$ cat config.mk
export PLATFORM = sky130hd
export DESIGN_NAME = downstream_ts_mac_framer
export DESIGN_NICKNAME = d
export VERILOG_FILES = /design/src/core/ts_framer_pkg.sv /design/src/core/pkt_pos_counter.sv /design/src/core/run_counter.sv /design/src/core/downstream_ts_mac_framer.sv
export VERILOG_INCLUDE_DIRS = /design/src /design/src/core
export SDC_FILE = /design/constraint.sdc
export NUM_CORES = 1
export LEC_CHECK = 0
export BUFFER_PORTS_ARGS = -buffer_cell sky130_fd_sc_hd__buf_4
export CORE_MARGIN = 4
export CORE_UTILIZATION = 49
export CTS_CLUSTER_DIAMETER = 100
export DETAILED_ROUTE_END_ITERATION = 16
export GPL_TIMING_DRIVEN = 0
export PLACE_DENSITY = 0.81
export REMOVE_ABC_BUFFERS = 1
export SLEW_MARGIN = 20
export SYNTH_ARGS = -nofsm -noshare
export SYNTH_HDL_FRONTEND = slang
export SYNTH_SLANG_ARGS = --single-unit
$ cat constraint.sdc
create_clock -name ref_clk -period 2.7 [get_ports ref_clk]
set_input_delay 0.405 -clock ref_clk [delete_from_list [all_inputs] [get_ports ref_clk]]
set_output_delay 0.405 -clock ref_clk [all_outputs]
set_load 0.02 [all_outputs]
$ cat src/core/ts_framer_regs.svh
// Constants for the downstream transport packet framer and deframer
// Overview of operation
// - Stream is back-to-back 188-byte packets: 4 header bytes, 184 payload.
// - First header byte of every packet is the sync value 0x47.
// - Sender clears the error indicator; receiver drops packets flagged bad.
// - Start indicator set means payload byte one is a pointer byte.
// - Priority bit zero and scrambling control '00' on data packets.
// - Data packets carry identifier 0x1FFE; receiver selects on it.
// - Adaptation control always '01'; payload follows header directly.
// - Four-bit continuity counter advances per data packet and wraps.
// - Gaps between frames are 0xFF filler; receiver skips them.
// - A frame control byte never equals 0xFF, so 0xFF is filler.
// - Pointer counts payload bytes skipped before the frame search starts.
// - Pointer present where a frame can start; addresses frame or filler.
// - Frames start anywhere, span packets, several may share one packet.
// - Frame right after pointer gives pointer zero; search starts next byte.
// - Packet without start indicator: all 184 bytes continue current frame.
// - Pointer after a spanning frame counts exactly that frame's tail bytes.
// - A newly ready frame replaces pending filler at once, mid-packet.
// - Send null packets instead of data packets holding only filler.
// - Mixing with other services keeps the MAC timing relationships.
// - Other-service interleave is optional; payload type from identifier.
// - Accurate timestamp inserted into sync messages as they are sent.
// - Alignment acquired after five consecutive good checksums.
// - Alignment lost after nine consecutive bad checksums; search restarts.
`ifndef TS_FRAMER_REGS_SVH
`define TS_FRAMER_REGS_SVH

`define TS_PKT_LEN 188
`define TS_HDR_LEN 4
`define TS_PAYLOAD_LEN 184
`define TS_PTR_MAX 8'hB7
`define TS_SYNC 8'h47
`define TS_PID_DATA 13'h1FFE
`define TS_PID_NULL 13'h1FFF
`define TS_STUFF 8'hFF
`define TS_SCR_CLEAR 2'h0
`define TS_AFC_PAYLOAD 2'h1
`define TS_TEI_BIT 7
`define TS_PUSI_BIT 6
`define TS_ACQ_RUN 5
`define TS_LOSS_RUN 9
`define TS_STAMP_BYTES 4

`endif

$ cat src/core/ts_framer_pkg.sv
// Types shared by the transport framer modules
package ts_framer_pkg;

  // Kind of packet being sent
  typedef enum logic [1:0] {
    KIND_DATA = 2'b00,
    KIND_OTHER = 2'b01,
    KIND_NULL = 2'b10
  } tx_kind_t;

  // Receive frame delineation state
  typedef enum logic [1:0] {
    RX_LOST = 2'b00,
    RX_HUNT = 2'b01,
    RX_FRAME = 2'b10
  } rx_mode_t;

endpackage

$ cat src/core/pkt_pos_counter.sv
// Byte position counter within a transport packet
module pkt_pos_counter #(
  parameter int LEN = 188
) (
  // Clock and reset
  input wire logic ref_clk,
  input wire logic resetn,
  // Control
  input wire logic step,
  input wire logic restart,
  // Position
  output logic [7:0] count
);

  wire last = (count == 8'(LEN - 1));

  // Restart marks the stepped byte as position zero
  always_ff @(posedge ref_clk or negedge resetn) begin
    if (!resetn) begin
      count <= 8'h00;
    end else if (step) begin
      if (restart) begin
        count <= (LEN > 1) ? 8'h01 : 8'h00;
      end else if (last) begin
        count <= 8'h00;
      end else begin
        count <= count + 8'h01;
      end
    end
  end

endmodule

$ cat src/core/run_counter.sv
// Counts consecutive hits, cleared by a miss, saturating at RUN
module run_counter #(
  parameter int RUN = 5
) (
  // Clock and reset
  input wire logic ref_clk,
  input wire logic resetn,
  // Events
  input wire logic hit,
  input wire logic miss,
  // Run length reached
  output logic reached
);

  logic [3:0] run;
  wire at_run = (run == 4'(RUN));

  // A miss wins over a hit so a run never survives a bad result
  always_ff @(posedge ref_clk or negedge resetn) begin
    if (!resetn) begin
      run <= 4'h0;
    end else if (miss) begin
      run <= 4'h0;
    end else if (hit && !at_run) begin
      run <= run + 4'h1;
    end
  end

  assign reached = at_run;

endmodule

$ cat src/core/downstream_ts_mac_framer.sv
// Downstream transport convergence: MAC frame packing and recovery
`include "ts_framer_regs.svh"

module downstream_ts_mac_framer (
  // Clock and reset
  input wire logic ref_clk,
  input wire logic resetn,
  // Transmit control
  input wire logic tx_enable,
  input wire logic [31:0] tstamp,
  // Transmit MAC byte source
  input wire logic mac_valid,
  input wire logic [7:0] mac_data,
  input wire logic mac_sof,
  input wire logic [15:0] mac_len,
  input wire logic mac_stamp,
  output logic mac_take,
  // Other-service packet source
  input wire logic other_req,
  input wire logic [7:0] other_data,
  output logic other_take,
  // Transmit coder side
  input wire logic phy_next,
  output logic [7:0] tx_data,
  output logic tx_valid,
  output logic tx_sop,
  // Receive decoder side
  input wire logic rx_valid,
  input wire logic rx_sop,
  input wire logic [7:0] rx_data,
  input wire logic rx_cks_ok,
  input wire logic rx_cks_bad,
  // Receive MAC side
  input wire logic mac_rx_end,
  output logic [7:0] rx_out_data,
  output logic rx_out_valid,
  output logic rx_out_sof,
  // Receive status
  output logic rx_in_frame,
  output logic rx_ptr_err
);

  // Transmit path: header build, pointer, filler and frame bytes
  logic [7:0] tx_pos;
  ts_framer_pkg::tx_kind_t kind;
  logic tx_pusi;
  logic [15:0] frame_left;
  logic [3:0] cc;
  logic [1:0] stamp_idx;
  logic [31:0] stamp_sh;

  pkt_pos_counter #(
    .LEN(`TS_PKT_LEN)
  ) u_tx_pos (
    .ref_clk(ref_clk),
    .resetn(resetn),
    .step(phy_next),
    .restart(1'b0),
    .count(tx_pos)
  );

  // Packet kind chosen at the sync byte; data wins so MAC timing holds
  wire at_start = (tx_pos == 8'h00);
  wire mac_new = tx_enable && mac_valid && mac_sof;
  wire want_data = (frame_left != 16'h0000) || mac_new;
  ts_framer_pkg::tx_kind_t next_kind;
  assign next_kind = want_data ? ts_framer_pkg::KIND_DATA :
    (other_req ? ts_framer_pkg::KIND_OTHER :
     ts_framer_pkg::KIND_NULL);
  ts_framer_pkg::tx_kind_t cur_kind;
  assign cur_kind = at_start ? next_kind : kind;

  // Pointer only where a frame could start; tail length is the pointer
  wire next_pusi = (frame_left < 16'(`TS_PAYLOAD_LEN));
  wire [7:0] tail_ptr = frame_left[7:0];
  wire is_ptr_byte = (tx_pos == 8'(`TS_HDR_LEN)) && tx_pusi;
  wire in_payload = (tx_pos >= 8'(`TS_HDR_LEN)) && !is_ptr_byte;
  wire is_data = (cur_kind == ts_framer_pkg::KIND_DATA);

  // Frame continues, or a waiting frame replaces filler at once
  wire cont_byte = in_payload && is_data && (frame_left != 16'h0000);
  wire start_byte = in_payload && is_data && (frame_left == 16'h0000)
    && mac_new;
  wire mac_byte = cont_byte || start_byte;
  wire [15:0] new_left = (mac_len == 16'h0000) ? 16'h0000
    : mac_len - 16'h0001;

  // Timestamp substituted from the live counter at send time
  wire stamp_now = mac_byte && mac_stamp;
  wire [7:0] stamp_byte = (stamp_idx == 2'h0) ? tstamp[31:24]
    : stamp_sh[31:24];
  wire [7:0] mac_out = stamp_now ? stamp_byte : mac_data;

  // Header field bytes for data and null packets
  wire [12:0] pid = (cur_kind == ts_framer_pkg::KIND_NULL) ?
    `TS_PID_NULL : `TS_PID_DATA;
  wire hdr_pusi = at_start ? (is_data && next_pusi) : tx_pusi;
  wire [7:0] hdr1 = {1'b0, hdr_pusi, 1'b0, pid[12:8]};
  wire [7:0] hdr2 = pid[7:0];
  wire [3:0] hdr_cc = is_data ? cc : 4'h0;
  wire [7:0] hdr3 = {`TS_SCR_CLEAR, `TS_AFC_PAYLOAD, hdr_cc};

  // Byte selection for the next coder strobe
  logic [7:0] next_byte;
  always_comb begin
    next_byte = `TS_STUFF;
    if (cur_kind == ts_framer_pkg::KIND_OTHER) begin
      next_byte = other_data;
    end else begin
      case (tx_pos)
        8'h00: next_byte = `TS_SYNC;
        8'h01: next_byte = hdr1;
        8'h02: next_byte = hdr2;
        8'h03: next_byte = hdr3;
        default: begin
          if (is_ptr_byte) begin
            next_byte = tail_ptr;
          end else if (mac_byte) begin
            next_byte = mac_out;
          end
        end
      endcase
    end
  end

  // Per-packet state latched at the sync byte
  always_ff @(posedge ref_clk or negedge resetn) begin
    if (!resetn) begin
      kind <= ts_framer_pkg::KIND_NULL;
      tx_pusi <= 1'b0;
    end else if (phy_next && at_start) begin
      kind <= next_kind;
      tx_pusi <= is_data && next_pusi;
    end
  end

  // Remaining bytes of the frame in flight
  always_ff @(posedge ref_clk or negedge resetn) begin
    if (!resetn) begin
      frame_left <= 16'h0000;
    end else if (phy_next && start_byte) begin
      frame_left <= new_left;
    end else if (phy_next && cont_byte) begin
      frame_left <= frame_left - 16'h0001;
    end
  end

  // Continuity counter counts data packets only, wrapping mod 16
  always_ff @(posedge ref_clk or negedge resetn) begin
    if (!resetn) begin
      cc <= 4'h0;
    end else if (phy_next && is_data && tx_pos == 8'h03) begin
      cc <= cc + 4'h1;
    end
  end

  // Timestamp byte sequencer, four bytes most significant first
  always_ff @(posedge ref_clk or negedge resetn) begin
    if (!resetn) begin
      stamp_idx <= 2'h0;
      stamp_sh <= 32'h0000_0000;
    end else if (phy_next && stamp_now) begin
      stamp_idx <= stamp_idx + 2'h1;
      if (stamp_idx == 2'h0) begin
        stamp_sh <= {tstamp[23:0], 8'h00};
      end else begin
        stamp_sh <= {stamp_sh[23:0], 8'h00};
      end
    end
  end

  // Registered coder outputs and source acknowledges
  always_ff @(posedge ref_clk or negedge resetn) begin
    if (!resetn) begin
      tx_data <= 8'h00;
      tx_valid <= 1'b0;
      tx_sop <= 1'b0;
      mac_take <= 1'b0;
      other_take <= 1'b0;
    end else begin
      tx_valid <= phy_next;
      tx_sop <= phy_next && at_start;
      mac_take <= phy_next && mac_byte;
      other_take <= phy_next
        && (cur_kind == ts_framer_pkg::KIND_OTHER);
      if (phy_next) begin
        tx_data <= next_byte;
      end
    end
  end

  // Receive path: packet acceptance and frame delineation
  logic [7:0] rx_cnt;
  logic good_run;
  logic bad_run;
  logic in_frame;
  logic rx_keep;
  logic rx_pusi;
  logic [4:0] rx_pid_hi;
  logic [7:0] rx_skip;
  ts_framer_pkg::rx_mode_t rx_mode;

  pkt_pos_counter #(
    .LEN(`TS_PKT_LEN)
  ) u_rx_pos (
    .ref_clk(ref_clk),
    .resetn(resetn),
    .step(rx_valid),
    .restart(rx_sop),
    .count(rx_cnt)
  );

  // Checksum run tracking for packet alignment
  run_counter #(
    .RUN(`TS_ACQ_RUN)
  ) u_good_run (
    .ref_clk(ref_clk),
    .resetn(resetn),
    .hit(rx_cks_ok),
    .miss(rx_cks_bad),
    .reached(good_run)
  );

  run_counter #(
    .RUN(`TS_LOSS_RUN)
  ) u_bad_run (
    .ref_clk(ref_clk),
    .resetn(resetn),
    .hit(rx_cks_bad),
    .miss(rx_cks_ok),
    .reached(bad_run)
  );

  // Alignment flag: acquired and lost on checksum runs
  always_ff @(posedge ref_clk or negedge resetn) begin
    if (!resetn) begin
      in_frame <= 1'b0;
    end else if (!in_frame && good_run) begin
      in_frame <= 1'b1;
    end else if (in_frame && bad_run) begin
      in_frame <= 1'b0;
    end
  end

  // Receive byte classification
  wire [7:0] rx_pos = rx_sop ? 8'h00 : rx_cnt;
  wire rx_hdr1 = rx_valid && rx_pos == 8'h01;
  wire rx_hdr2 = rx_valid && rx_pos == 8'h02;
  wire rx_hdr3 = rx_valid && rx_pos == 8'h03;
  wire rx_ptr = rx_valid && rx_keep && rx_pusi
    && rx_pos == 8'(`TS_HDR_LEN);
  wire rx_pay = rx_valid && rx_keep && !rx_ptr
    && rx_pos >= 8'(`TS_HDR_LEN);
  wire pid_match = ({rx_pid_hi, rx_data} == `TS_PID_DATA);
  wire ptr_bad = (rx_data > `TS_PTR_MAX);
  wire is_stuff = (rx_data == `TS_STUFF);

  // MAC signalling end of frame returns to the filler search
  ts_framer_pkg::rx_mode_t eff_mode;
  assign eff_mode = (mac_rx_end && rx_mode == ts_framer_pkg::RX_FRAME) ?
    ts_framer_pkg::RX_HUNT : rx_mode;

  // Next delineation state and byte hand-off
  ts_framer_pkg::rx_mode_t next_mode;
  logic deliver;
  logic deliver_sof;
  always_comb begin
    next_mode = eff_mode;
    deliver = 1'b0;
    deliver_sof = 1'b0;
    if (!in_frame) begin
      next_mode = ts_framer_pkg::RX_LOST;
    end else if (rx_hdr1 && rx_data[`TS_TEI_BIT]) begin
      next_mode = ts_framer_pkg::RX_LOST;
    end else if (rx_ptr) begin
      if (ptr_bad) begin
        next_mode = ts_framer_pkg::RX_LOST;
      end else if (eff_mode == ts_framer_pkg::RX_LOST) begin
        next_mode = ts_framer_pkg::RX_HUNT;
      end else if (eff_mode == ts_framer_pkg::RX_FRAME
                   && rx_data == 8'h00) begin
        next_mode = ts_framer_pkg::RX_HUNT;
      end
    end else if (rx_pay && rx_skip != 8'h00) begin
      // Tail bytes belong to the frame in progress
      deliver = (eff_mode == ts_framer_pkg::RX_FRAME);
      if (rx_skip == 8'h01 && eff_mode == ts_framer_pkg::RX_FRAME) begin
        next_mode = ts_framer_pkg::RX_HUNT;
      end
    end else if (rx_pay) begin
      case (eff_mode)
        ts_framer_pkg::RX_HUNT: begin
          if (!is_stuff) begin
            deliver = 1'b1;
            deliver_sof = 1'b1;
            next_mode = ts_framer_pkg::RX_FRAME;
          end
        end
        ts_framer_pkg::RX_FRAME: deliver = 1'b1;
        default: deliver = 1'b0;
      endcase
    end
  end

  // Header capture and packet acceptance
  always_ff @(posedge ref_clk or negedge resetn) begin
    if (!resetn) begin
      rx_keep <= 1'b0;
      rx_pusi <= 1'b0;
      rx_pid_hi <= 5'h00;
    end else if (rx_valid && rx_pos == 8'h00) begin
      rx_keep <= (rx_data == `TS_SYNC);
    end else if (rx_hdr1) begin
      rx_pusi <= rx_data[`TS_PUSI_BIT];
      rx_pid_hi <= rx_data[4:0];
      if (rx_data[`TS_TEI_BIT]) begin
        rx_keep <= 1'b0;
      end
    end else if (rx_hdr2) begin
      rx_keep <= rx_keep && pid_match && in_frame;
    end else if (rx_hdr3) begin
      rx_keep <= rx_keep && rx_data[5:4] == `TS_AFC_PAYLOAD;
    end else if (rx_ptr && ptr_bad) begin
      rx_keep <= 1'b0;
    end
  end

  // Pointer skip countdown
  always_ff @(posedge ref_clk or negedge resetn) begin
    if (!resetn) begin
      rx_skip <= 8'h00;
    end else if (rx_valid && rx_pos == 8'h00) begin
      rx_skip <= 8'h00;
    end else if (rx_ptr && !ptr_bad) begin
      rx_skip <= rx_data;
    end else if (rx_pay && rx_skip != 8'h00) begin
      rx_skip <= rx_skip - 8'h01;
    end
  end

  // Delineation state register
  always_ff @(posedge ref_clk or negedge resetn) begin
    if (!resetn) begin
      rx_mode <= ts_framer_pkg::RX_LOST;
    end else begin
      rx_mode <= next_mode;
    end
  end

  // Registered receive outputs
  always_ff @(posedge ref_clk or negedge resetn) begin
    if (!resetn) begin
      rx_out_data <= 8'h00;
      rx_out_valid <= 1'b0;
      rx_out_sof <= 1'b0;
      rx_ptr_err <= 1'b0;
      rx_in_frame <= 1'b0;
    end else begin
      rx_out_valid <= deliver;
      rx_out_sof <= deliver_sof;
      rx_ptr_err <= rx_ptr && ptr_bad;
      rx_in_frame <= in_frame;
      if (deliver) begin
        rx_out_data <= rx_data;
      end
    end
  end

endmodule

== Word level (Yosys, flattened, before mapping) ==
Cells that the tools add are included.

* Output and inout bits: 24
* Word-level logic and storage cells: 189
* Bits in registers: 123

* Reduce and logical (&&, ||, !) cells: 67
* Add/subtract/negate cells: 9
* Mux-type cells: 59
* Eq/ne operators: 23
* Bitwise gates (word level): 1
* Order comparisons: 4

{| class="wikitable"
|+ Operators by type and width
! kind !! count
|-
| 8-bit 2-to-1 mux || 12
|-
| 16-bit 2-to-1 mux || 3
|-
| 1-bit logical AND || 41
|-
| 8-bit by 2-bit equality test with 1-bit output (second input constant) || 4
|-
| 16-bit logical NOT || 2
|-
| 32-bit 2-to-1 mux || 1
|-
| 8-bit one-hot mux with 4 select lines || 1
|-
| 16-bit by 1-bit subtractor with 16-bit output (second input constant) || 2
|-
| 2-bit 2-to-1 mux || 15
|-
| 8-bit by 1-bit equality test with 1-bit output (second input constant) || 3
|-
| 8-bit equality test (second input constant) || 3
|-
| 8-bit logical NOT || 3
|-
| 1-bit 2-to-1 mux || 21
|-
| 4-bit 2-to-1 mux || 5
|-
| 8-bit by 1-bit adder with 8-bit output (second input constant) || 2
|-
| 8-bit by 3-bit equality test with 1-bit output (second input constant) || 2
|-
| 8-bit by 3-bit greater-or-equal comparator with 1-bit output (second input constant) || 2
|-
| 16-bit by 8-bit < comparator with 1-bit output (second input constant) || 1
|-
| 16-bit nonzero test || 1
|-
| 13-bit equality test (second input constant) || 1
|-
| 4-bit by 1-bit adder with 4-bit output (second input constant) || 3
|-
| 8-bit by 7-bit equality test with 1-bit output (second input constant) || 1
|-
| 8-bit greater-than comparator (second input constant) || 1
|-
| 2-bit nonzero test || 4
|-
| 16 further kinds || 29
|}

== Longest topological paths before layout ==
Gate-level depths: netlist (run 1).

* Depth in word-level cells: 16
* Gate-level depth with buffers: 11
* Depth with buffers taken out: 9

== Cells and area by module ==
From an unflattened synthesis (run 1), not the netlist that was laid out.

* Cells, all modules: 745
* Area total of the unflattened synthesis: 6746.5 µm²

{| class="wikitable"
|+ By module, submodules not included
! module !! cells each !! area each (µm²) !! times used
|-
| downstream_ts_mac_framer || 617 || 5432.7 || 1
|-
| pkt_pos_counter || 40 || 422.9 || 2
|-
| run_counter at u_good_run || 25 || 236.5 || 1
|-
| run_counter at u_bad_run || 23 || 231.5 || 1
|}

== Least setup slack after synthesis (run 1) ==
No wires, ideal clock.

* Path kind: flip-flop to flip-flop
* Start: register u_tx_pos.count[0]
* End: register frame_left[10]
* Cell stages (with the launch flop): 11
* Period minus slack after synthesis: 2304 ps
* Arrival time: 2167 ps
* Slack: 396 ps
* Required time: 2563 ps
* Buffers on the path: 2
* Cells stage by stage: dfrtp_1 > inv_1 > ha_1 > buf_4 > or4b_4 > o21a_1 > o2111ai_2 > buf_2 > a21oi_1 > nor2_1 > a21oi_1

* Cells in the longest elaborated chain, start to end: 9
* Elaborated cells on any way between the ends: 16

{| class="wikitable"
|+ RTL lines
! what !! RTL line !! text
|-
| start, declared || pkt_pos_counter.sv:12 || <nowiki>output logic [7:0] count</nowiki>
|-
| start signal, assigned || pkt_pos_counter.sv:23 || <nowiki>count <= (LEN > 1) ? 8'h01 : 8'h00;</nowiki>
|-
| start signal, assigned || pkt_pos_counter.sv:27 || <nowiki>count <= count + 8'h01;</nowiki>
|-
| parallel branches: the longest is 4 deep, another holds 8-bit by 3-bit greater-or-equal comparator with 1-bit output || - ||
|-
| 1-bit logical AND (*) || downstream_ts_mac_framer.sv:81, downstream_ts_mac_framer.sv:82 ||
|-
| 1-bit logical AND || downstream_ts_mac_framer.sv:82 || <nowiki>wire start_byte = in_payload && is_data && (frame_left == 16'h0000)</nowiki>
|-
| 1-bit logical AND || downstream_ts_mac_framer.sv:83 || <nowiki>&& mac_new;</nowiki>
|-
| 1-bit logical AND || downstream_ts_mac_framer.sv:141 || <nowiki>end else if (phy_next && start_byte) begin</nowiki>
|-
| 16-bit 2-to-1 mux / 2-bit nonzero test (equally long branches) || - ||
|-
| end signal, assigned || downstream_ts_mac_framer.sv:142 || <nowiki>frame_left <= new_left;</nowiki>
|-
| end signal, assigned || downstream_ts_mac_framer.sv:144 || <nowiki>frame_left <= frame_left - 16'h0001;</nowiki>
|-
| end, declared || downstream_ts_mac_framer.sv:47 || <nowiki>logic [15:0] frame_left;</nowiki>
|}

Every way passes the cells marked *.
A chain may end at the register's enable or synchronous reset.

== Worst setup path after layout (run 1) ==
* Start: register u_tx_pos.count[0]
* End: register frame_left[7]

Same word-level chain as after synthesis.

==> results of run 1 <==
## worst reg2reg max path, stage by stage, from the launching register on
cell and delay, ps:
sky130_fd_sc_hd__dfrtp_1 430, sky130_fd_sc_hd__inv_1 120, sky130_fd_sc_hd__ha_2 280, sky130_fd_sc_hd__or4b_4 520
sky130_fd_sc_hd__a311oi_4 240, sky130_fd_sc_hd__buf_4 190, sky130_fd_sc_hd__o2111ai_4 180, sky130_fd_sc_hd__buf_4 200
sky130_fd_sc_hd__nor3_2 170, sky130_fd_sc_hd__a21oi_1 60, sky130_fd_sc_hd__o21bai_1 120
## worst paths after layout
check / end / slack (ps) / depth (start not counted)
max in group asynchronous: rx_skip[0]$_DFFE_PN0P_ / 1510 / 3
min in group asynchronous: tx_valid$_DFF_PN0_ / 500 / 2
worst min register to register: stamp_sh[22]$_DFFE_PN0P_ / 480 / 2
worst max register to register: frame_left[7]$_DFFE_PN0P_ / 120 / 10
worst max-delay path: frame_left[7]$_DFFE_PN0P_ / 120 / 10
worst min-delay path: kind[1]$_DFFE_PN1P_ / 160 / 2
## cells in the mapped netlist (10+ instances only)
cell type                  number  share of area (%)
sky130_fd_sc_hd__mux2i_1       29                4.2
sky130_fd_sc_hd__and3_1        13                1.2
sky130_fd_sc_hd__inv_1         26                1.4
sky130_fd_sc_hd__xor2_1        19                2.4
sky130_fd_sc_hd__nor3_1        17                1.2
sky130_fd_sc_hd__a21oi_1       45                3.3
sky130_fd_sc_hd__xnor2_1       13                1.7
sky130_fd_sc_hd__nand2_1       72                3.9
sky130_fd_sc_hd__clkbuf_1      15               0.82
sky130_fd_sc_hd__nand3_1       28                2.0
sky130_fd_sc_hd__o21ai_0       52                3.8
sky130_fd_sc_hd__ha_1          18                3.3
sky130_fd_sc_hd__buf_2         10               0.73
sky130_fd_sc_hd__nor2_1        80                4.4
sky130_fd_sc_hd__dfrtp_1      114                 42
sky130_fd_sc_hd__o21ai_1       13               0.95
sky130_fd_sc_hd__nor4_1        10               0.91
## per-stage QoR
step	setup TNS (ps)	instances	hold slack (ps)	instance area, µm²	power (mW)
floorplan	-5410	711	109	6710	4.51
global placement	-28260	995	460	7740	5.24
detailed placement	-18780	997	372	7800	5.35
CTS	0	1032	142	8450	7.61
global route	-47.8	1039	152	8550	8.17
finish	0	1039	158	8550	7.67
## power groups by stage
stage,clock network [mW],registers (mW),logic [mW]
floorplan,0,2.71,1.80
global placement,0,2.75,2.49
detailed placement,0,2.76,2.59
CTS,2.14,2.74,2.73
global route,2.23,2.84,3.11
finish,2.11,2.76,2.80
## registers in the layout, summed over array words and instances (netlist names), 2 cells and up
register        count
stamp_sh           24
frame_left         16
rx_out_data         8
rx_skip             8
tx_data             8
u_rx_pos.count      8
u_tx_pos.count      8
rx_pid_hi           5
cc                  4
u_bad_run.run       4
u_good_run.run      4
kind                2
rx_mode             2
stamp_idx           2
## kinds of logic after synthesis
| kind of cell | count (synthesis) |
|---|---|
| XOR/XNOR | 32 |
| flip-flops | 115 |
| AO/OA/AOI/OAI | 181 |
| AND/OR/NAND/NOR | 291 |
| buffers and inverters | 57 |
| multiplexers | 47 |
| adder cells (fa/ha/maj) | 18 |
## metal layers
metal	vias up	global-route usage, %	part of all wire [%]
li1	2916	-	-
met2	171	36.1	50
met1	2893	27.0	43
met5	-	0	0
met3	39	4.79	4.6
met4	0	7.26	2.2
## repair_timing
| item | 4_1_cts | 5_1_grt |
|---|---|---|
| setup buffers | 1 | 5 |
| hold endpoints to repair | 48 | 0 |
| hold buffers | 1 | 0 |
| resized for setup | 10 | 5 |
| endpoints found under the setup margin | 42 | 48 |
| cloned | 1 | 2 |
| pin swaps | 2 | 3 |
## area by class of cell
class | instances | area [µm²] | area share, %
Inverter | 27 | 104 | 1.22
Clock buffer | 20 | 457 | 5.34
Multi-Input combinational cell | 572 | 3860 | 45.2
Timing Repair Buffer | 117 | 917 | 10.7
Tap cell | 176 | 220 | 2.58
Sequential cell | 115 | 2880 | 33.7
Clock inverter | 12 | 106 | 1.24
==> key figures, run 1 <==
Floorplan
  – Core region area: 13,500 µm²
  – Starting density of the core: about 51%
  – Y dimension of the die: around 130 µm
  – Top-level port count: 109
  – Cell Rows: between 40 and 50
  – Width of the die: roughly 130 µm
  – Floorplan die area: 15,900 µm²

Logic synthesis
  – Dominant combinational cell family by area after synthesis: simple AND/OR/NAND/NOR gates
  – Simple-gate portion of the synthesized area: roughly 22%
  – Portion of netlist area occupied by mux cells: between 7 and 8%
  – Summed instance area of the synthesized netlist: 6860 µm²
  – Gate count after technology mapping: ~740
  – Area share of fa/ha/maj cells after synthesis: 3.28%
  – Fraction of synthesized cell area in xor and xnor cells: between 4 and 5%
  – Post-synthesis cell type count: just under 90
  – Synthesized-area fraction occupied by ao, oa, aoi and oai cells: 17.5%
  – Warning count from the yosys run: 0
  – Share of flip-flops with an asynchronous set or reset: between 90% and 100%
  – Number of enable-type register cells in the synthesized netlist: 0
  – Avg Cell Area, Syn: slightly above 9 µm²
  – #FFs+latches synth: 115
  – Sequential-to-total area share from yosys stat: 42.0%
  – Main flop type after synthesis: sky130_fd_sc_hd__dfrtp_1

Global route
  – Antenna violations before repair: 0
  – Via count of the first global-routing pass: 5,824
  – Residual overflow from global routing: 0
  – Global-route wire length before repair: 28.0 mm
  – Pin count of the biggest net entering global routing: about 70
  – Total global routing track utilization: a little over a fifth

Setup path
  – Cells along the critical path: inv_1, ha_2, or4b_4, a311oi_4, buf_4, o2111ai_4, buf_4, nor3_2, a21oi_1, o21bai_1
  – Critical path arrival: around 2900 ps
  – CP peak stage delay: between 500 and 600 ps
  – Required @ worst endpoint: 3040 ps
  – Critical path launch point type: register
  – Most common cell on crit path: sky130_fd_sc_hd__buf_4
  – Critical path type: reg -> reg
  – Critical path peak fanout: 9
  – CP max-delay cell: sky130_fd_sc_hd__or4b_4
  – Reg-to-reg startpoint: u_tx_pos.count[0]$_DFFE_PN0P_
  – Kind of end point of the critical path: register
  – Kind of cell adding the most delay to the critical path: simple AND/OR/NAND/NOR gates
  – Number of buffers and inverters on the critical path: 3
  – Crit. Startpoint: u_tx_pos.count[0]$_DFFE_PN0P_

Placed design
  – Gp weighted congestion: around 0.91
  – Setup WS pre-CTS: -730 ps
  – # port buffers: between 100 and 150
  – Detailed placement HPWL: roughly 12 mm

Timing
  – Number of failing hold endpoints at the final stage: 0
  – Endpoints failing setup: 0
  – Final Slew Violations: 0
  – Least-Margin Pin Slew: around 950 ps
  – Worst Skew: 5.82 ps
  – Minimum period implied by the final worst setup slack: 2580 ps
  – Upper clock frequency limit: just under 0.4 GHz
  – Final critical-path share of the clock period: between 90% and 100%
  – Worst path setup slack after routing: between 100 and 150 ps
  – Slew margin rel.: between 30% and 40%

Flow run
  – Max-capacitance violation count: 0

CTS
  – H-tree depth: 4
  – TritonCTS Buffers: 17
  – CTS tree: done
  – CTS sink cnt: between 100 and 150
  – Buffer levels on the longest clock path: 2
  – Insertion delay of the later-clocked pin in the worst-skew pair: a little over 400 ps
  – Clk Tree Root Cell: sky130_fd_sc_hd__clkbuf_16
  – Clock-pin slew on the worst setup and hold paths: 50 ps

Cells and area
  – Area grow syn2layout: 24.6%
  – Final standard cell utilization of the core: between 60% and 70%
  – Final net count: ~950
  – Share of layout cells above drive strength 1: approximately a quarter
  – Total of fill cells in the finished design: ~1,100
  – Antenna fix cells: 0
  – Commonest non-fill, non-tap cells in the layout: 114 x sky130_fd_sc_hd__dfrtp_1, 113 x sky130_fd_sc_hd__buf_4, 80 x sky130_fd_sc_hd__nor2_1, 71 x sky130_fd_sc_hd__nand2_1, 52 x sky130_fd_sc_hd__o21ai_0
  – Leading cell type in the layout, fill and taps excluded: sky130_fd_sc_hd__dfrtp_1

Power and ir drop
  – Clock power share: approximately 28%
  – Fraction of power spent switching nets: roughly 38%
  – Gate power share: between 30 and 40%
  – Peak supply drop: about 660 µV
  – Leakage power summed over all cells: approximately 3.7 nW
  – Power Internal: 4.77 mW
  – PwrDens: around 900 nW/µm²
  – Sequential fraction of design power: between 30% and 40%
  – Net switching power: between 2 and 3 mW

Drt
  – Number of detailed-routing iterations run before antenna repair: 6
  – Via-to-Cell Ratio: between 5 and 6
  – Detailed-route DRC error count: 0
  – Post-DRT Antenna Nets: 0
  – Total Routed Length: 16.8 mm
  – Routed length per instance: ~16 µm
  – Detailed Route Iter0 Violations: approximately 380
  – Via Count: 6,019

Run status
  – Result of the run: completed

Hold path
  – Startpoint of the worst hold path: other_req
  – Path class of the lowest-slack min-delay path: in -> reg
Power figures use the tool's default switching activity.
==> run 2, diff against run 1 <==
MAX_ROUTING_LAYER = met4   (was default)
==> run 2 against run 1 <==
Core utilization up 0.43 points; sequential power is essentially flat; combinational power about the same; critical path type unchanged; sequential share of layout area is 0.23 points lower; setup slack improved by 3.9 ps; first-iteration DRC count increased by 14%.
==> key figures, run 2 (same netlist as run 1, synthesis figures left out) <==
Run status
  – Result of the run: completed (unchanged)

Setup path
  – Endpoint of the most critical register-to-register path: frame_left[7]$_DFFE_PN0P_ (unchanged)
  – CP peak stage delay: 520 ps (about the same)
  – Critical path peak fanout: 9 (unchanged)
  – Number of buffers and inverters on the critical path: 2 (was 3)
  – Critical path type: reg -> reg (unchanged)
  – Path depth of the worst reg2reg path: 9 (was 10)
  – Worst-case register-to-register setup slack: 130 ps (was 120 ps)
  – Kind of cell adding the most delay to the critical path: compound AO/OA/AOI/OAI gates (was simple AND/OR/NAND/NOR gates)
  – Critical path arrival: 2870 ps (was 2910 ps)
  – Kind of end point of the critical path: register (unchanged)
  – Cells along the critical path: inv_1, ha_2, or4b_4, a311oi_4, o2111ai_4, buf_4, a21oi_1, nor2b_1, o21bai_1 (was inv_1, ha_2, or4b_4, a311oi_4, buf_4, o2111ai_4, buf_4, nor3_2, a21oi_1, o21bai_1)
  – CP max-delay cell: sky130_fd_sc_hd__or4b_4 (unchanged)
  – Required @ worst endpoint: 2990 ps (was 3040 ps)
  – Critical path launch point type: register (unchanged)
  – Reg-to-reg startpoint: u_tx_pos.count[0]$_DFFE_PN0P_ (unchanged)

Placed design
  – # port buffers: 108 (unchanged)
  – Detailed placement HPWL: 11.8 mm (was 11.6 mm)
  – Placed cell count: 997 (unchanged)
  – Area of placed instances: 7800 µm² (about the same)
  – Gp weighted congestion: 0.915 (was 0.908)
  – Setup WS pre-CTS: -679 ps (was -730 ps)

Timing
  – Setup TNS: 0 ps (unchanged)
  – Tightest hold margin: 146 ps (was 158 ps)
  – Minimum period implied by the final worst setup slack: 2570 ps (was 2580 ps)
  – Number of failing hold endpoints at the final stage: 0 (unchanged)
  – Final critical-path share of the clock period: 95.4% (was 95.5%)
  – Final Slew Violations: 0 (unchanged)
  – Upper clock frequency limit: 0.388 GHz (about the same)
  – Worst Skew: 10.7 ps (was 5.82 ps)
  – Endpoints failing setup: 0 (unchanged)
  – Worst path setup slack after routing: 125 ps (was 121 ps)
  – Least-Margin Pin Slew: 958 ps (was 952 ps)
  – Slew margin rel.: 35.2% (was 35.7%)

Global route
  – Residual overflow from global routing: 0 (unchanged)
  – Antenna violations before repair: 0 (unchanged)
  – Total global routing track utilization: 22.1% (was 21.3%)
  – Global-route wire length before repair: 28.4 mm (was 28.0 mm)
  – Via count of the first global-routing pass: 5,944 (was 5,824)
  – Pin count of the biggest net entering global routing: 81 (was 68)

Drt
  – Number of detailed-routing iterations run before antenna repair: 5 (was 6)
  – Via-to-Cell Ratio: 5.78 (was 5.79)
  – Total Routed Length: 17.0 mm (was 16.8 mm)
  – Detailed Route Iter0 Violations: 429 (was 376)
  – Post-DRT Antenna Nets: 0 (unchanged)
  – Via Count: 5,987 (was 6,019)
  – Detailed-route DRC error count: 0 (unchanged)
  – Routed length per instance: 16.4 µm (was 16.2 µm)

Floorplan
  – Top-level port count: 109 (unchanged)
  – Cell Rows: 42 (unchanged)
  – Floorplan die area: 15,900 µm² (unchanged)
  – Core region area: 13,500 µm² (unchanged)
  – Starting density of the core: 51.0% (unchanged)
  – Y dimension of the die: 126 µm (unchanged)
  – Width of the die: 126 µm (unchanged)

Flow run
  – Max-capacitance violation count: 0 (unchanged)

Cells and area
  – Leading cell type in the layout, fill and taps excluded: sky130_fd_sc_hd__dfrtp_1 (unchanged)
  – Area grow syn2layout: 25.5% (was 24.6%)
  – Number of flip-flops in the largest register: 24 (unchanged)
  – Commonest non-fill, non-tap cells in the layout: 114 x sky130_fd_sc_hd__dfrtp_1, 111 x sky130_fd_sc_hd__buf_4, 80 x sky130_fd_sc_hd__nor2_1, 71 x sky130_fd_sc_hd__nand2_1, 52 x sky130_fd_sc_hd__o21ai_0 (was 114 x sky130_fd_sc_hd__dfrtp_1, 113 x sky130_fd_sc_hd__buf_4, 80 x sky130_fd_sc_hd__nor2_1, 71 x sky130_fd_sc_hd__nand2_1, 52 x sky130_fd_sc_hd__o21ai_0)
  – Top Registers: stamp_sh (24), frame_left (16) (unchanged)
  – Post-route cell area: 8600 µm² (was 8550 µm²)
  – Final standard cell utilization of the core: 64.0% (was 63.5%)
  – Number of standard cells in the layout, taps in and fillers out: 1,036 (was 1,039)
  – Total of fill cells in the finished design: 1,112 (was 1,119)
  – Final net count: 950 (was 953)
  – Antenna fix cells: 0 (unchanged)
  – Register ranked first by flip-flop count: stamp_sh (unchanged)
  – Share of layout cells above drive strength 1: 23.3% (was 23.4%)

Hold path
  – Path class of the lowest-slack min-delay path: in -> reg (unchanged)
  – Startpoint of the worst hold path: other_req (unchanged)
  – Sink of the worst hold path: kind[1]$_DFFE_PN1P_ (unchanged)
  – Min-Delay Path Depth: 2 (unchanged)

Power and ir drop
  – Leakage power summed over all cells: 3.76 nW (was 3.73 nW)
  – PwrDens: 917 nW/µm² (was 897 nW/µm²)
  – PnR Total Power: 7.89 mW (was 7.67 mW)
  – Peak supply drop: 609 µV (was 662 µV)

CTS
  – TritonCTS Buffers: 17 (unchanged)
  – Clk Tree Root Cell: sky130_fd_sc_hd__clkbuf_16 (unchanged)
  – Clock-pin slew on the worst setup and hold paths: 50 ps (about the same)
  – Buffer levels on the longest clock path: 2 (unchanged)
  – H-tree depth: 4 (unchanged)
  – CTS sink cnt: 115 (unchanged)
  – CTS tree: done (unchanged)
  – Insertion delay of the later-clocked pin in the worst-skew pair: 420 ps (was 410 ps)
[run 2: area by class of cell]
type | instances | area (µm²) | share of cell area, %
clock inverters | 12 | 155 | 1.80
multi-input cells | 570 | 3860 | 44.8
clock buffers | 20 | 457 | 5.31
well taps | 176 | 220 | 2.56
inverters | 27 | 106 | 1.24
flip-flops and latches | 115 | 2880 | 33.5
repair buffers | 116 | 930 | 10.8
[run 2: power breakdown]
| part | leakage (nW) | internal, mW | switching, mW | total [mW] |
|---|---|---|---|---|
| clock | 0.296 | 1.50 | 0.819 | 2.32 |
| combinational | 1.97 | 1.23 | 1.54 | 2.77 |
| sequential | 1.49 | 2.24 | 0.556 | 2.79 |
[run 2: worst max-delay path by stage]
stage | cells past startpoint | from | slack [ps] | endpoint
floorplan | 8 | u_tx_pos.count[0]$_DFFE_PN0P_ | -390 | stamp_idx[1]$_DFFE_PN0P_
global placement | 8 | u_tx_pos.count[0]$_DFFE_PN0P_ | -1080 | stamp_idx[1]$_DFFE_PN0P_
detailed placement | 8 | frame_left[0]$_DFFE_PN0P_ | -680 | stamp_idx[1]$_DFFE_PN0P_
CTS | 8 | frame_left[0]$_DFFE_PN0P_ | 7 | stamp_idx[1]$_DFFE_PN0P_
global route | 9 | u_tx_pos.count[0]$_DFFE_PN0P_ | -8 | frame_left[7]$_DFFE_PN0P_
finish | 9 | u_tx_pos.count[0]$_DFFE_PN0P_ | 130 | frame_left[7]$_DFFE_PN0P_
[run 2: metal layers]
layer	wire [µm]	vias up	global-route usage, %
met4	267	0	6.81
met3	831	26	4.58
met5	0	-	-
met1	7210	2879	27.7
li1	-	2902	-
met2	8650	180	36.4
[run 2: repair_timing]
item,CTS,global route
resized for setup,12,6
pin swaps,1,3
buffers inserted,0,5
hold buffers,1,0
hold endpoints to repair,34,0
setup endpoints to repair,42,32
cloned,1,0
==> run 3, diff against run 2 <==
==> constraint.sdc (replaced) <==
create_clock -name ref_clk -period 2.7 [get_ports ref_clk]
set_input_delay 0.135 -clock ref_clk [delete_from_list [all_inputs] [get_ports ref_clk]]
set_output_delay 0.135 -clock ref_clk [all_outputs]
set_load 0.02 [all_outputs]
==> run 3 against run 2 <==
Via count is 1.5% higher; maximum frequency is 0.87% lower; combinational power is 1% higher; critical endpoint unchanged; largest cell class unchanged.
==> key figures, run 3 (same netlist as run 1, synthesis figures left out) <==
Timing
  – Final Slew Violations: 0 (unchanged)
  – Final critical-path share of the clock period: 96.2% (was 95.4%)
  – Least-Margin Pin Slew: 961 ps (was 958 ps)
  – Setup TNS: 0 ps (unchanged)
  – Upper clock frequency limit: 0.385 GHz (was 0.388 GHz)
  – Tightest hold margin: 4.01 ps (was 146 ps)
  – Worst Skew: 9.27 ps (was 10.7 ps)
  – Slew margin rel.: 35.0% (was 35.2%)
  – Endpoints failing setup: 0 (unchanged)
  – Minimum period implied by the final worst setup slack: 2600 ps (was 2570 ps)
  – Number of failing hold endpoints at the final stage: 0 (unchanged)

Setup path
  – Kind of end point of the critical path: register (unchanged)
  – Path depth of the worst reg2reg path: 9 (unchanged)
  – Critical path arrival: 2890 ps (was 2870 ps)
  – Critical path type: reg -> reg (unchanged)
  – Required @ worst endpoint: 2990 ps (about the same)
  – Critical path peak fanout: 9 (unchanged)
  – Critical path launch point type: register (unchanged)

Floorplan
  – Top-level port count: 109 (unchanged)
  – Y dimension of the die: 126 µm (unchanged)
  – Starting density of the core: 51.0% (unchanged)
  – Cell Rows: 42 (unchanged)
  – Width of the die: 126 µm (unchanged)
  – Floorplan die area: 15,900 µm² (unchanged)
  – Core region area: 13,500 µm² (unchanged)

Placed design
  – # port buffers: 108 (unchanged)
  – Area of placed instances: 7800 µm² (unchanged)
  – Gp weighted congestion: 0.915 (unchanged)
  – Detailed placement HPWL: 11.8 mm (unchanged)

Hold path
  – Path class of the lowest-slack min-delay path: in -> reg (unchanged)
  – Min-Delay Path Depth: 3 (was 2)

Global route
  – Total global routing track utilization: 23.1% (was 22.1%)
  – Global routing met1 resource utilization: 28.1% (was 27.7%)
  – Pin count of the biggest net entering global routing: 81 (unchanged)
  – Global-route wire length before repair: 29.5 mm (was 28.4 mm)
  – Residual overflow from global routing: 0 (unchanged)
  – Via count of the first global-routing pass: 6,093 (was 5,944)
  – Met2 capacity usage during global routing: 38.9% (was 36.4%)
  – Most used routing layer: met2 (unchanged)
  – Antenna violations before repair: 0 (unchanged)
  – Routing usage on met3: 4.62% (was 4.58%)

CTS
  – H-tree depth: 4 (unchanged)
  – CTS tree: done (unchanged)
  – Insertion delay of the later-clocked pin in the worst-skew pair: 420 ps (about the same)
  – Clock-pin slew on the worst setup and hold paths: 60 ps (was 50 ps)
  – Clk Tree Root Cell: sky130_fd_sc_hd__clkbuf_16 (unchanged)
  – TritonCTS Buffers: 17 (unchanged)
  – CTS sink cnt: 115 (unchanged)
  – Buffer levels on the longest clock path: 2 (unchanged)

Power and ir drop
  – Leakage power summed over all cells: 3.84 nW (was 3.76 nW)
  – PnR Total Power: 7.92 mW (was 7.89 mW)
  – Peak supply drop: 620 µV (was 609 µV)
  – PwrDens: 900 nW/µm² (was 917 nW/µm²)

Drt
  – Detailed-route DRC error count: 0 (unchanged)
  – Number of detailed-routing iterations run before antenna repair: 5 (unchanged)
  – Total Routed Length: 17.6 mm (was 17.0 mm)
  – Detailed Route Iter0 Violations: 424 (was 429)
  – Routed length per instance: 16.7 µm (was 16.4 µm)
  – Post-DRT Antenna Nets: 0 (unchanged)
  – Via-to-Cell Ratio: 5.76 (was 5.78)
  – Via Count: 6,079 (was 5,987)

Cells and area
  – Antenna fix cells: 0 (unchanged)
  – Share of layout cells above drive strength 1: 22.8% (was 23.3%)
  – Number of flip-flops in the largest register: 24 (unchanged)
  – Area grow syn2layout: 28.3% (was 25.5%)
  – Leading cell type in the layout, fill and taps excluded: sky130_fd_sc_hd__dfrtp_1 (unchanged)
  – Final net count: 970 (was 950)
  – Top Registers: stamp_sh (24), frame_left (16) (unchanged)
  – Post-route cell area: 8790 µm² (was 8600 µm²)
  – Final standard cell utilization of the core: 65.4% (was 64.0%)
  – Commonest non-fill, non-tap cells in the layout: 114 x sky130_fd_sc_hd__dfrtp_1, 112 x sky130_fd_sc_hd__buf_4, 80 x sky130_fd_sc_hd__nor2_1, 71 x sky130_fd_sc_hd__nand2_1, 52 x sky130_fd_sc_hd__o21ai_0 (was 114 x sky130_fd_sc_hd__dfrtp_1, 111 x sky130_fd_sc_hd__buf_4, 80 x sky130_fd_sc_hd__nor2_1, 71 x sky130_fd_sc_hd__nand2_1, 52 x sky130_fd_sc_hd__o21ai_0)
  – Combined area of the multi-input logic cells: 3850 µm² (was 3860 µm²)
  – Register ranked first by flip-flop count: stamp_sh (unchanged)
  – Combined flip-flop and latch cell area: 2880 µm² (unchanged)
  – Total of fill cells in the finished design: 1,086 (was 1,112)

Run status
  – Result of the run: completed (unchanged)

Flow run
  – Max-capacitance violation count: 0 (unchanged)
==> run 3: cell types whose count changed in the layout (fill, tap and decap cells not counted) <==
| cell | delta |
|---|---|
| sky130_fd_sc_hd__buf_4 | +1 |
| sky130_fd_sc_hd__dlygate4sd3_1 | +19 |
| sky130_fd_sc_hd__nor3b_2 | +1 |
| sky130_fd_sc_hd__nor3b_4 | -1 |
==> run 3: final timing paths <==
kind	start	to	slack, ps
min	tstamp[19]	stamp_sh[27]$_DFFE_PN0P_	4
max	u_tx_pos.count[0]$_DFFE_PN0P_	frame_left[7]$_DFFE_PN0P_	100
min in group asynchronous	resetn	tx_valid$_DFF_PN0_	180
max reg2reg	u_tx_pos.count[0]$_DFFE_PN0P_	frame_left[7]$_DFFE_PN0P_	100
min reg2reg	stamp_idx[0]$_DFFE_PN0P_	stamp_idx[0]$_DFFE_PN0P_	480
max in group asynchronous	resetn	frame_left[2]$_DFFE_PN0P_	1800
==> run 3: area by class of cell <==
cell class,count,area share [%]
clock buffer,20,5.19
clock inverter,12,1.76
inverter,27,1.21
multi-input combinational,570,43.8
sequential,115,32.7
tap,176,2.50
timing repair buffer,136,12.8
==> run 3: layer usage <==
metal  up-vias  routed length [µm]
met1      2945                7420
met2       170                9120
met4         0                 264
met5         -                   0
met3        27                 802
li1       2937                   -
==> run 3: critical path, stage by stage (launching register included) <==
cell and delay [ps]:
sky130_fd_sc_hd__dfrtp_1 430, sky130_fd_sc_hd__inv_1 110, sky130_fd_sc_hd__ha_2 280, sky130_fd_sc_hd__or4b_4 530
sky130_fd_sc_hd__a311oi_4 320, sky130_fd_sc_hd__o2111ai_4 200, sky130_fd_sc_hd__buf_4 190, sky130_fd_sc_hd__a21oi_1 180
sky130_fd_sc_hd__nor2b_1 80, sky130_fd_sc_hd__o21bai_1 150
==> run 3: report_power, final <==
part	internal [mW]	total, mW	leakage (nW)	switching, mW
logic	1.25	2.81	2.05	1.55
clock network	1.50	2.32	0.296	0.823
registers	2.24	2.79	1.49	0.552
total	4.99	7.92	3.84	2.93
==> run 3: metrics by stage <==
stage / setup WS (ps) / std cells
after floorplan: -386 / 711
after global placement: -1080 / 995
after detailed placement: -679 / 997
after CTS: 6.53 / 1050
after global routing: -15.4 / 1056
final: 103 / 1056
==> run 3: timing repair <==
action | in CTS | in global routing
gates resized for setup | 12 | 5
gates cloned | 1 | 0
hold endpoints to repair | 62 | 0
hold buffers | 20 | 0
endpoints found under the setup margin | 42 | 28
pin swaps | 1 | 3
buffers inserted | 0 | 6
